[config.mk]
export PLATFORM = sky130hd
export DESIGN_NAME = fpcl_host
export DESIGN_NICKNAME = d
export VERILOG_FILES = /design/src/fpcl_pkg.sv /design/src/fpcl_host.sv
export SDC_FILE = /design/constraint.sdc
export NUM_CORES = 1
export LEC_CHECK = 0
export ABC_AREA = 1
export BUFFER_PORTS_ARGS = -buffer_cell sky130_fd_sc_hd__buf_2
export CORE_AREA = 2 2 122 124
export CTS_CLUSTER_DIAMETER = 200
export DETAILED_ROUTE_END_ITERATION = 8
export DIE_AREA = 0 0 124 126
export GPL_ROUTABILITY_DRIVEN = 1
export GPL_TIMING_DRIVEN = 0
export MAX_ROUTING_LAYER = met4
export PLACE_DENSITY_LB_ADDON = 0.08
export SYNTH_ARGS = -nofsm -noshare
export SYNTH_HDL_FRONTEND = slang
export SYNTH_SLANG_ARGS = --single-unit
[constraint.sdc]
create_clock -name hclk -period 1.7 [get_ports hclk]
set_clock_uncertainty 0.05 [all_clocks]
set_input_delay 0.085 -clock hclk [delete_from_list [all_inputs] [get_ports hclk]]
set_output_delay 0.085 -clock hclk [all_outputs]
set_load 0.1 [all_outputs]
[src/fpcl_pkg.sv]
package fpcl_pkg;
   localparam int unsigned CLK_MHZ = 125;
   // register byte offsets
   localparam logic [7:0] OFS_CTRL = 8'h00;
   localparam logic [7:0] OFS_STATUS = 8'h04;
   localparam logic [7:0] OFS_DATA = 8'h08;
   // control word fields
   localparam int unsigned CTRL_START = 0;
   localparam int unsigned CTRL_ABORT = 1;
   localparam int unsigned CTRL_FINISH = 2;
   localparam int unsigned CTRL_WIDTH = 3;
   localparam int unsigned CTRL_DECOMP = 5;
   localparam int unsigned CTRL_SECURE = 6;
   localparam int unsigned CTRL_MONITOR = 7;
   localparam int unsigned CTRL_INIT_EN = 8;
   // status word fields
   localparam int unsigned ST_STATE = 0;
   localparam int unsigned ST_STATUS = 4;
   localparam int unsigned ST_LOADED = 5;
   localparam int unsigned ST_INIT = 6;
   localparam int unsigned ST_BUSY = 7;
   localparam int unsigned ST_ERROR = 8;
   localparam int unsigned ST_DONE = 9;
   // link timing in its own units, then in hclk cycles
   localparam int unsigned REQ_LOW_NS = 2000;
   localparam int unsigned ST2CK_NS = 2000;
   localparam int unsigned CF2CK_US = 1506;
   localparam int unsigned USER_MODE_US = 437;
   localparam int unsigned REQ_LOW_CYC = (REQ_LOW_NS * CLK_MHZ + 999) / 1000;
   localparam int unsigned ST2CK_CYC = (ST2CK_NS * CLK_MHZ + 999) / 1000;
   localparam int unsigned CF2CK_CYC = CF2CK_US * CLK_MHZ;
   localparam int unsigned USER_MODE_CYC = USER_MODE_US * CLK_MHZ;
   // last divider count of the config clock half period (4 hclk cycles): 64 ns period, well under both limits
   localparam logic [2:0] HALF_LAST = 3'h3;
   localparam int unsigned TMR_W = 18;
   localparam logic [31:0] CTRL_RESET = 32'h0000_0000;

   typedef enum logic [1:0] {
      WIDTH_8 = 2'h0,
      WIDTH_16 = 2'h1,
      WIDTH_32 = 2'h2
   } fpcl_width_type;

   typedef enum logic [3:0] {
      ST_IDLE = 4'h0,
      ST_REQ = 4'h1,
      ST_WSTAT = 4'h3,
      ST_SETTLE = 4'h2,
      ST_LOAD = 4'h6,
      ST_FLUSH = 4'h7,
      ST_EDGES = 4'h5,
      ST_INITW = 4'h4,
      ST_DONE_S = 4'hc,
      ST_ERR = 4'hd
   } fpcl_state_type;

   typedef struct packed {
      logic status_n;
      logic load_done;
      logic init_done;
   } fpcl_sense_type;

   typedef struct packed {
      logic request_n;
      logic clock;
      logic [31:0] data;
      logic data_oe;
   } fpcl_drive_type;

   typedef struct packed {
      fpcl_width_type width;
      logic decomp;
      logic secure;
      logic monitor;
      logic init_en;
   } fpcl_cfg_type;

   typedef struct packed {
      fpcl_state_type state;
      fpcl_sense_type sync1;
      fpcl_sense_type sync2;
      fpcl_drive_type pins;
      fpcl_cfg_type cfg;
      logic [2:0] div;
      logic [TMR_W-1:0] tmr;
      logic [3:0] cyc_left;
      logic [1:0] edges;
      logic [31:0] word;
      logic word_valid;
      logic finish_req;
      logic err;
      logic done;
      logic ph_valid;
      logic ph_write;
      logic [7:0] ph_addr;
      logic hreadyout;
      logic hresp;
      logic [31:0] hrdata;
   } fpcl_regs_type;

   function automatic logic [3:0] clk_ratio(input fpcl_width_type w, input logic dc,
                                            input logic sc);
      logic [3:0] r;
      r = 4'h1;
      unique case (w)
         WIDTH_8: r = dc ? 4'h2 : 4'h1;
         WIDTH_16: r = dc ? 4'h4 : (sc ? 4'h2 : 4'h1);
         default: r = dc ? 4'h8 : (sc ? 4'h4 : 4'h1);
      endcase
      return r;
   endfunction

   function automatic logic [31:0] lane_mask(input fpcl_width_type w, input logic [31:0] d);
      logic [31:0] m;
      m = d;
      unique case (w)
         WIDTH_8: m = {24'h00_0000, d[7:0]};
         WIDTH_16: m = {16'h0000, d[15:0]};
         default: m = d;
      endcase
      return m;
   endfunction
endpackage

[src/fpcl_host.sv]
module fpcl_host #(
   parameter int unsigned CF2CK_CYCLES = fpcl_pkg::CF2CK_CYC,
   parameter int unsigned USER_MODE_CYCLES = fpcl_pkg::USER_MODE_CYC
) (
   input wire logic hclk,
   input wire logic hresetn,
   input wire logic hsel,
   input wire logic [31:0] haddr,
   input wire logic [1:0] htrans,
   input wire logic hwrite,
   input wire logic [2:0] hsize,
   input wire logic [31:0] hwdata,
   input wire logic hready,
   output logic hreadyout,
   output logic hresp,
   output logic [31:0] hrdata,
   input wire fpcl_pkg::fpcl_sense_type link_in,
   output fpcl_pkg::fpcl_drive_type link_out
);
   localparam logic [fpcl_pkg::TMR_W-1:0] REQ_T = fpcl_pkg::TMR_W'(fpcl_pkg::REQ_LOW_CYC);
   localparam logic [fpcl_pkg::TMR_W-1:0] ST2CK_T = fpcl_pkg::TMR_W'(fpcl_pkg::ST2CK_CYC);
   localparam logic [fpcl_pkg::TMR_W-1:0] CF2CK_T = fpcl_pkg::TMR_W'(CF2CK_CYCLES);
   localparam logic [fpcl_pkg::TMR_W-1:0] UM_T = fpcl_pkg::TMR_W'(USER_MODE_CYCLES);

   // q is the whole state of the block, s its next value
   fpcl_pkg::fpcl_regs_type q;
   fpcl_pkg::fpcl_regs_type s;

   // read data is built from the next state, so a write in the same edge already shows
   function automatic logic [31:0] read_word(input logic [7:0] a,
                                             input fpcl_pkg::fpcl_regs_type r);
      logic [31:0] v;
      v = 32'h0000_0000;
      if (a == fpcl_pkg::OFS_CTRL) begin
         v[fpcl_pkg::CTRL_WIDTH +: 2] = r.cfg.width;
         v[fpcl_pkg::CTRL_DECOMP] = r.cfg.decomp;
         v[fpcl_pkg::CTRL_SECURE] = r.cfg.secure;
         v[fpcl_pkg::CTRL_MONITOR] = r.cfg.monitor;
         v[fpcl_pkg::CTRL_INIT_EN] = r.cfg.init_en;
      end else if (a == fpcl_pkg::OFS_STATUS) begin
         v[fpcl_pkg::ST_STATE +: 4] = r.state;
         v[fpcl_pkg::ST_STATUS] = r.sync2.status_n;
         v[fpcl_pkg::ST_LOADED] = r.sync2.load_done;
         v[fpcl_pkg::ST_INIT] = r.sync2.init_done;
         v[fpcl_pkg::ST_BUSY] = r.word_valid | (r.cyc_left != 4'h0);
         v[fpcl_pkg::ST_ERROR] = r.err;
         v[fpcl_pkg::ST_DONE] = r.done;
      end
      return v;
   endfunction

   always_comb begin
      logic tick;
      logic start_p;
      logic abort_p;
      logic finish_p;
      logic done_ph;
      logic acc;
      s = q;
      // fixed 64 ns clock period keeps under the lower limit of the widest mode
      tick = (q.div == fpcl_pkg::HALF_LAST);
      start_p = 1'b0;
      abort_p = 1'b0;
      finish_p = 1'b0;
      // only the second stage is ever looked at
      s.sync1 = link_in;
      s.sync2 = q.sync1;
      s.div = tick ? 3'h0 : q.div + 3'h1;
      if (q.tmr != '0) begin
         s.tmr = q.tmr - 1'b1;
      end

      // bus data phase
      done_ph = q.ph_valid & q.hreadyout;
      if (done_ph) begin
         s.ph_valid = 1'b0;
         if (q.ph_write && q.ph_addr == fpcl_pkg::OFS_CTRL) begin
            start_p = hwdata[fpcl_pkg::CTRL_START];
            abort_p = hwdata[fpcl_pkg::CTRL_ABORT];
            finish_p = hwdata[fpcl_pkg::CTRL_FINISH];
            s.cfg.width = fpcl_pkg::fpcl_width_type'(hwdata[fpcl_pkg::CTRL_WIDTH +: 2]);
            s.cfg.decomp = hwdata[fpcl_pkg::CTRL_DECOMP];
            s.cfg.secure = hwdata[fpcl_pkg::CTRL_SECURE];
            s.cfg.monitor = hwdata[fpcl_pkg::CTRL_MONITOR];
            s.cfg.init_en = hwdata[fpcl_pkg::CTRL_INIT_EN];
         end else if (q.ph_write && q.ph_addr == fpcl_pkg::OFS_DATA) begin
            s.word = hwdata;
            s.word_valid = 1'b1;
         end
      end else if (q.ph_valid && !q.word_valid) begin
         // stalled data word: the holding slot has been taken by the link
         s.hreadyout = 1'b1;
      end

      unique case (q.state)
         fpcl_pkg::ST_IDLE: begin
            s.pins.request_n = 1'b1;
         end

         // request stays low until both its minimum width and status low are seen
         fpcl_pkg::ST_REQ: begin
            if (q.tmr == '0 && !q.sync2.status_n) begin
               s.pins.request_n = 1'b1;
               s.tmr = CF2CK_T;
               s.state = fpcl_pkg::ST_WSTAT;
            end
         end

         // watching status gives the earlier start; otherwise the worst-case wait
         fpcl_pkg::ST_WSTAT: begin
            if (q.cfg.monitor && q.sync2.status_n) begin
               s.tmr = ST2CK_T;
               s.state = fpcl_pkg::ST_SETTLE;
            end else if (!q.cfg.monitor && q.tmr == '0) begin
               s.pins.data_oe = 1'b1;
               s.state = fpcl_pkg::ST_LOAD;
            end
         end

         // status must stay high through the settle time
         fpcl_pkg::ST_SETTLE: begin
            if (!q.sync2.status_n) begin
               s.state = fpcl_pkg::ST_ERR;
            end else if (q.tmr == '0) begin
               s.pins.data_oe = 1'b1;
               s.state = fpcl_pkg::ST_LOAD;
            end
         end

         // one word per r clock periods; the clock pauses low while the slot is empty
         fpcl_pkg::ST_LOAD: begin
            if (finish_p) begin
               s.finish_req = 1'b1;
            end
            if (tick) begin
               if (q.pins.clock) begin
                  s.pins.clock = 1'b0;
               end else if (q.cyc_left != 4'h0) begin
                  // extra cycles of the period give the device time to decode
                  s.pins.clock = 1'b1;
                  s.cyc_left = q.cyc_left - 4'h1;
               end else if (q.word_valid) begin
                  // word put on while the clock is low, one half period ahead
                  s.pins.data = fpcl_pkg::lane_mask(q.cfg.width, q.word);
                  s.cyc_left = fpcl_pkg::clk_ratio(q.cfg.width, q.cfg.decomp,
                                                   q.cfg.secure);
                  s.word_valid = 1'b0;
               end
            end
            if (!q.sync2.status_n) begin
               s.state = fpcl_pkg::ST_ERR;
            end else if (q.finish_req && !q.word_valid && q.cyc_left == 4'h0 &&
                         !q.pins.clock) begin
               s.state = fpcl_pkg::ST_FLUSH;
            end
         end

         // clock stays low until the device reports the load complete
         fpcl_pkg::ST_FLUSH: begin
            if (!q.sync2.status_n) begin
               s.state = fpcl_pkg::ST_ERR;
            end else if (q.sync2.load_done) begin
               s.edges = 2'h2;
               s.state = fpcl_pkg::ST_EDGES;
            end
         end

         // two extra falling edges start the device's initialization
         fpcl_pkg::ST_EDGES: begin
            if (tick) begin
               if (q.pins.clock) begin
                  s.pins.clock = 1'b0;
                  s.edges = q.edges - 2'h1;
               end else if (q.edges != 2'h0) begin
                  s.pins.clock = 1'b1;
               end
            end
            if (q.edges == 2'h0 && !q.pins.clock) begin
               // data lines go back to the device as user pins
               s.pins.data_oe = 1'b0;
               s.tmr = UM_T;
               s.state = fpcl_pkg::ST_INITW;
            end
         end

         // without the init pin the worst-case user-mode time is waited out
         fpcl_pkg::ST_INITW: begin
            if (q.cfg.init_en && q.sync2.init_done) begin
               s.done = 1'b1;
               s.state = fpcl_pkg::ST_DONE_S;
            end else if (q.tmr == '0) begin
               s.done = !q.cfg.init_en;
               s.state = q.cfg.init_en ? fpcl_pkg::ST_ERR : fpcl_pkg::ST_DONE_S;
            end
         end

         // clock parked low: the device ignores it, but it must not float
         fpcl_pkg::ST_DONE_S: begin
            s.pins.clock = 1'b0;
         end

         // a high phase is finished at its tick, so the device never sees a runt pulse
         fpcl_pkg::ST_ERR: begin
            if (tick) begin
               s.pins.clock = 1'b0;
            end
            s.pins.data_oe = 1'b0;
         end

         // unused codes fall back to idle
         default: begin
            s.state = fpcl_pkg::ST_IDLE;
         end
      endcase

      // a new request restarts from any state, as from user mode
      if (start_p || abort_p) begin
         s.pins.clock = 1'b0;
         s.pins.data_oe = 1'b0;
         s.cyc_left = 4'h0;
         s.finish_req = 1'b0;
         s.word_valid = 1'b0;
         s.done = 1'b0;
         s.err = 1'b0;
         s.pins.request_n = 1'b1;
         s.state = fpcl_pkg::ST_IDLE;
      end
      if (start_p && !abort_p) begin
         s.pins.request_n = 1'b0;
         s.tmr = REQ_T;
         s.state = fpcl_pkg::ST_REQ;
      end
      // the error flag is set after any clear, on entry to the error state; a start or abort in the same cycle overrides that entry, so the fault is dropped
      if (s.state == fpcl_pkg::ST_ERR && q.state != fpcl_pkg::ST_ERR) begin
         s.err = 1'b1;
      end

      // bus address phase, decided on the settled next state
      acc = hsel & htrans[1] & hready;
      if (acc) begin
         s.ph_valid = 1'b1;
         s.ph_write = hwrite;
         s.ph_addr = haddr[7:0];
         s.hrdata = hwrite ? 32'h0000_0000 : read_word(haddr[7:0], s);
         // only a data write that finds the holding slot full waits
         s.hreadyout = !(hwrite && haddr[7:0] == fpcl_pkg::OFS_DATA && s.word_valid);
      end
      // every transfer ends with an okay response
      s.hresp = 1'b0;
   end

   always_ff @(posedge hclk or negedge hresetn) begin
      if (!hresetn) begin
         q <= '{state: fpcl_pkg::ST_IDLE,
                sync1: '{status_n: 1'b1, load_done: 1'b0, init_done: 1'b0},
                sync2: '{status_n: 1'b1, load_done: 1'b0, init_done: 1'b0},
                pins: '{request_n: 1'b1, clock: 1'b0, data: 32'h0000_0000, data_oe: 1'b0},
                cfg: fpcl_pkg::fpcl_cfg_type'(fpcl_pkg::CTRL_RESET[5:0]),
                div: 3'h0,
                tmr: '0,
                cyc_left: 4'h0,
                edges: 2'h0,
                word: 32'h0000_0000,
                word_valid: 1'b0,
                finish_req: 1'b0,
                err: 1'b0,
                done: 1'b0,
                ph_valid: 1'b0,
                ph_write: 1'b0,
                ph_addr: 8'h00,
                hreadyout: 1'b1,
                hresp: 1'b0,
                hrdata: 32'h0000_0000};
      end else begin
         q <= s;
      end
   end

   assign hreadyout = q.hreadyout;
   assign hresp = q.hresp;
   assign hrdata = q.hrdata;
   assign link_out = q.pins;
endmodule

Word-level counts from Yosys, hierarchy flattened. Cells that the tools add are included.

$add $sub $neg: 4. Multiply operators: 0. Divide/modulo/power cells: 0. Order comparisons: 0. Equal/unequal tests: 30. Shifts and indexed selects: 0. Multiplexer cells: 94. Bitwise gates (word level): 7. Reduce and logical (&&, ||, !) cells: 51.

Operator list (number): $mux W32 (3); $mux W18 (5); $mux W4 (22); $pmux W32 S2 (1); $pmux W18 S3 (1); $mux W1 (37); $mux W33 (1); $pmux W4 S8 (1); $ne A3 B3 Y1 const B (8); $mux W10 (2); $logic_not A18 Y1 (1); $mux W6 (3); $reduce_bool A18 Y1 (1); $sub A18 B1 Y18 const B (1); $eq A4 B3 Y1 const B (4); $eq A8 B4 Y1 const B (2); $logic_not A8 Y1 (2); $mux W2 (8); $logic_and A1 B1 Y1 (15); $eq A4 B4 Y1 const B (3); $mux W3 (4); $reduce_bool A2 Y1 (6); $reduce_bool A4 Y1 (3); $mux W11 (1); other kinds (29) (51).

Flip-flop bits (word level): 157. Latch bits: 0. Memory bits (writable): 0. ROM bits: 0. Input bits: 77. Output and inout port bits: 69. Logic and storage cells: 216. Memories: 0.

Logic depth before layout (Yosys ltp).
Word-level depth: 15. Mapped depth: 15. Depth with buffers taken out: 15.

Worst setup path before layout. OpenSTA, ideal clock, no wires.

Path kind: reg2reg. From: register q (netlist bit hreadyout). To: register q (netlist bit hrdata[5]). Library setup time: 0.128 ns. Arrival time: 1.945 ns. Required time: 1.522 ns. Setup slack: -0.423 ns. Cell stages (with the launch flop): 11. Path buffers: 1. Clock period less this slack: 2.123 ns. Cell sequence: dfstp_2 -> nand2_1 -> inv_1 -> nand2_1 -> nor3_2 -> nand2_1 -> buf_2 -> nand2_1 -> o21ai_0 -> a22oi_1 -> o21ai_0.

RTL lines: start, declared (RTL line fpcl_host.sv:26) `fpcl_pkg::fpcl_regs_type q;`; start signal, assigned (RTL line fpcl_host.sv:254) `q <= '{state: fpcl_pkg::ST_IDLE,`; start signal, assigned (RTL line fpcl_host.sv:275) `q <= s;`.

Final worst setup path.
From: register q (netlist bit hreadyout). To: register q (netlist bit hrdata[9]).

Cells in the longest elaborated chain, start to end: 7. Elaborated cells between the ends (all ways): 8. Classes of those cells: mux: 6; bitwise: 1; reduce/logical: 1.

Ends and longest elaborated chain: $and A1 B1 Y1 * (RTL line fpcl_host.sv:74) `done_ph = q.ph_valid & q.hreadyout;`; $mux W1 (RTL line fpcl_host.sv:75) `if (done_ph) begin`; $logic_or A1 B1 Y1 * (RTL line fpcl_host.sv:217) `if (start_p || abort_p) begin`; $mux W4 * (RTL line fpcl_host.sv:217); $mux W10 * (RTL line fpcl_host.sv:40) `end else if (a == fpcl_pkg::OFS_STATUS) begin`; $mux W1 * (RTL line fpcl_host.sv:34) `if (a == fpcl_pkg::OFS_CTRL) begin`; $mux W10 * (RTL line fpcl_host.sv:244) `s.hrdata = hwrite ? 32'h0000_0000 : read_word(haddr[7:0], s);`.

Every way passes the cells marked *; elsewhere a longest branch is shown, timed or not. A chain may end at the register's enable or synchronous reset.

==> impl_metrics.toml <==
[logic_synthesis]
synthDominantAreaCellType = "dfrtp_1"
asyncSetResetFlopFracSynth_pct = 100.0
synthCells = 803
ys_top_cells_by_area = "dfrtp_1 (47%), nand2_1 (10%), buf_4 (7.4%)"
yosysWarnings = 0
syn-mean-instance-area_um2 = 8.701
synth-edff-count = 0
ys.flop_type = "dfrtp_1"
seq_area_frac_synth_pct = 48.42
synth-seq-cells = 135
yosys.cell_types.count = 48
synth.top_cell.area_share_pct = 46.92
syn_area_mm2 = 0.006987

[cts]
clk_pin_slew_worst_paths_ns = 0.06
cts.sinks = 135
clk-insertion-delay-late_ns = 0.43
tritoncts = "yes"
clock_buffers_created_by_tritoncts = 17
clock-root-buffer = "clkbuf_16"
clock_tree.htree_level_count = 4
cts_max_path_buffers = 2

[place]
place_congestion = 0.8716
place_inst = 1104
pre_cts_worst_setup_slack_ns = -0.4006
placement.io_buffers = 94
hpwl_um = 11780

[route]
final_antenna_net_count = 0
drt-pass1-iter-count = 5
vias = 6302
detailedRoute.firstIterationViolations = 347
finalWirelength_um = 19000
remaining_drc_errors = 0
detail_route.vias_per_cell = 5.026
routedWlPerCell_um = 15.15

[sta]
slew-limit-headroom_pct = 56.36
period_minus_slack_ns = 1.913
fin_ws_ns = -0.2132
tightest_pin_transition_ns = 0.6546
fmax_ghz = 0.5227
finalSetupViolations = 56
hold_viol = 0
rsz0062_at_grt = "true"
drv_slew = 0
finalCritPeriodShare_pct = 112.5
whs_ns = 0.2049

[worst_setup_path]
setup_crit_path_kind = "flop to flop"
timing.critical_path.from = "hreadyout"
startpoint_type = "flop"
cp_top_family = "flip-flops"
reg2reg_depth = 11
worst-path-stages = 11
timing.critical_path.slowest_stage_cell = "dfstp_4"
worst_ep_required_time_ns = 1.96
crit-reg2reg-launch = "hreadyout"
critical-path-max-stage-delay_ns = 0.64
timing.critical_path.fanout_max = 6
ordered_cell_list_for_the_critical_path = "nand2_4 > inv_4 > nand2_4 > nor3_4 > buf_6 > o211ai_4 > buf_4 > inv_2 > nor2_1 > o21ai_1 > o21ai_1"
critPathArrivalTime_ns = 2.17
critical_path.endpoint_type = "flop"
worstPathBufferInverterCount = 4

[pwr]
p_leak_uw = 0.005283
overall_power_of_the_completed_layout_uw = 11440
power.density_cell_area_mw_per_mm2 = 1121
vdd_drop_max_v = 0.0005706

[job]
maxCapViolations = 0

[grt]
global_route.overflow_total = 0
grt_start_max_net_pins = 71
global_route_wire_length_before_repair_um = 28660
vias_in_the_first_global_route = 6023
groute.usage.overall_pct = 24.24
antenna_violations_before_repair = 0

[floorplanning]
floorplan.die_area_mm2 = 0.01562
dieWidth_um = 124
io_pins = 146
floorplan.initialDensity_pct = 48.81
core_region_area_mm2 = 0.01431
chipHeight_um = 126
fp-row-count = 44

[cells_and_area]
num_antenna_cells = 0
layout.core_utilization_pct = 71.33
final_layout_size_suffix_gt1_share_pct = 44.11
mostFrequentLayoutCell = "nand2_1"
nets = 1139
final_cells = 1254
mostFrequentLayoutCells = "nand2_1 (161), buf_4 (126), dfrtp_1 (126)"
flow.area_growth_from_synthesis_pct = 46.13

[status]
run_status = "complete, but fails checks"
violations = "setup timing"

[hold_path]
timing.hold.worst.class = "primary input to asynchronous set/reset pin"
## metrics by stage
stage / cell area, um2 / setup TNS (ns)
after floorplan: 7126 / -4.064
after global placement: 7826 / -189.90
after detailed placement: 7860 / -18.54
after CTS: 9553 / -1.724
after global routing: 10210 / -8.885
final: 10210 / -4.426
## final cells by class
class,count,area (um2)
Multi-Input combinational cell,513,3352
Inverter,94,379.1
Sequential cell,135,3393
Tap cell,184,230.2
Clock buffer,18,439.2
Clock inverter,14,150.1
Timing Repair Buffer,213,1617
Buffer,83,649.4
Fill cell,1096,4104
## logic make-up after synthesis
logic type               synth area share, %
XOR/XNOR                               1.003
AND/OR/NAND/NOR                        21.97
flip-flops                             48.42
multiplexers                           4.835
adder cells (fa/ha/maj)               0.8954
other                                0.05367
AO/OA/AOI/OAI                          9.241
buffers and inverters                  13.57
## synth_stat cells (2+ instances only)
| cell type | n |
|---|---|
| a21oi_1 | 18 |
| a22oi_1 | 6 |
| buf_2 | 6 |
| buf_4 | 69 |
| buf_6 | 2 |
| clkbuf_1 | 6 |
| clkinv_2 | 2 |
| dfrtp_1 | 131 |
| dfstp_2 | 4 |
| ha_1 | 5 |
| inv_1 | 86 |
| inv_2 | 6 |
| mux2_2 | 30 |
| nand2_1 | 191 |
| nand2_2 | 6 |
| nand2_4 | 2 |
| nand3_1 | 33 |
| nand3_2 | 4 |
| nand3_4 | 3 |
| nand4_1 | 11 |
| nor2_1 | 56 |
| nor2_2 | 5 |
| nor2_4 | 8 |
| nor3_1 | 5 |
| nor4_1 | 2 |
| o211ai_1 | 2 |
| o21a_1 | 3 |
| o21ai_0 | 47 |
| o21ai_1 | 25 |
| o22ai_1 | 2 |
| o31ai_1 | 3 |
| or2_2 | 2 |
| xnor2_1 | 3 |
| xor2_1 | 5 |
## report_power, final
part | switching (uW) | internal [uW] | total [uW] | leakage, uW
Combinational | 2130 | 1420 | 3550 | 0.00331
Clock | 1460 | 2200 | 3660 | 0.000283
Sequential | 461 | 3770 | 4230 | 0.00169
Total | 4050 | 7400 | 11400 | 0.00528
## flip-flops by register name, indices dropped and copies added (netlist names)
name	cells
q	89
link_out	35
hrdata	10
hreadyout	1
## final timing paths
check / to / slack (ns)
worst min-delay path: link_out[5] / 0.20
min in group hclk: q[41] / 0.24
worst max-delay path: hrdata[9] / -0.21
worst max register to register: hrdata[9] / -0.21
max in group asynchronous: q[89] / 0.63
worst min register to register: q[148] / 0.33
## layer usage
metal	share of wire, %	track usage (%)
met3	4.4	4.529
met5	0	-
met1	43	30.60
met2	50	39.20
met4	2.5	8.196
## what timing repair did
action	4_1_cts	5_1_grt
setup buffers	44	25
pin swaps	34	44
hold endpoints to repair	115	0
gates cloned	2	2
hold buffers	45	0
setup endpoints to repair	108	106
gates resized for setup	84	114
(Power assumes the default switching activity.)
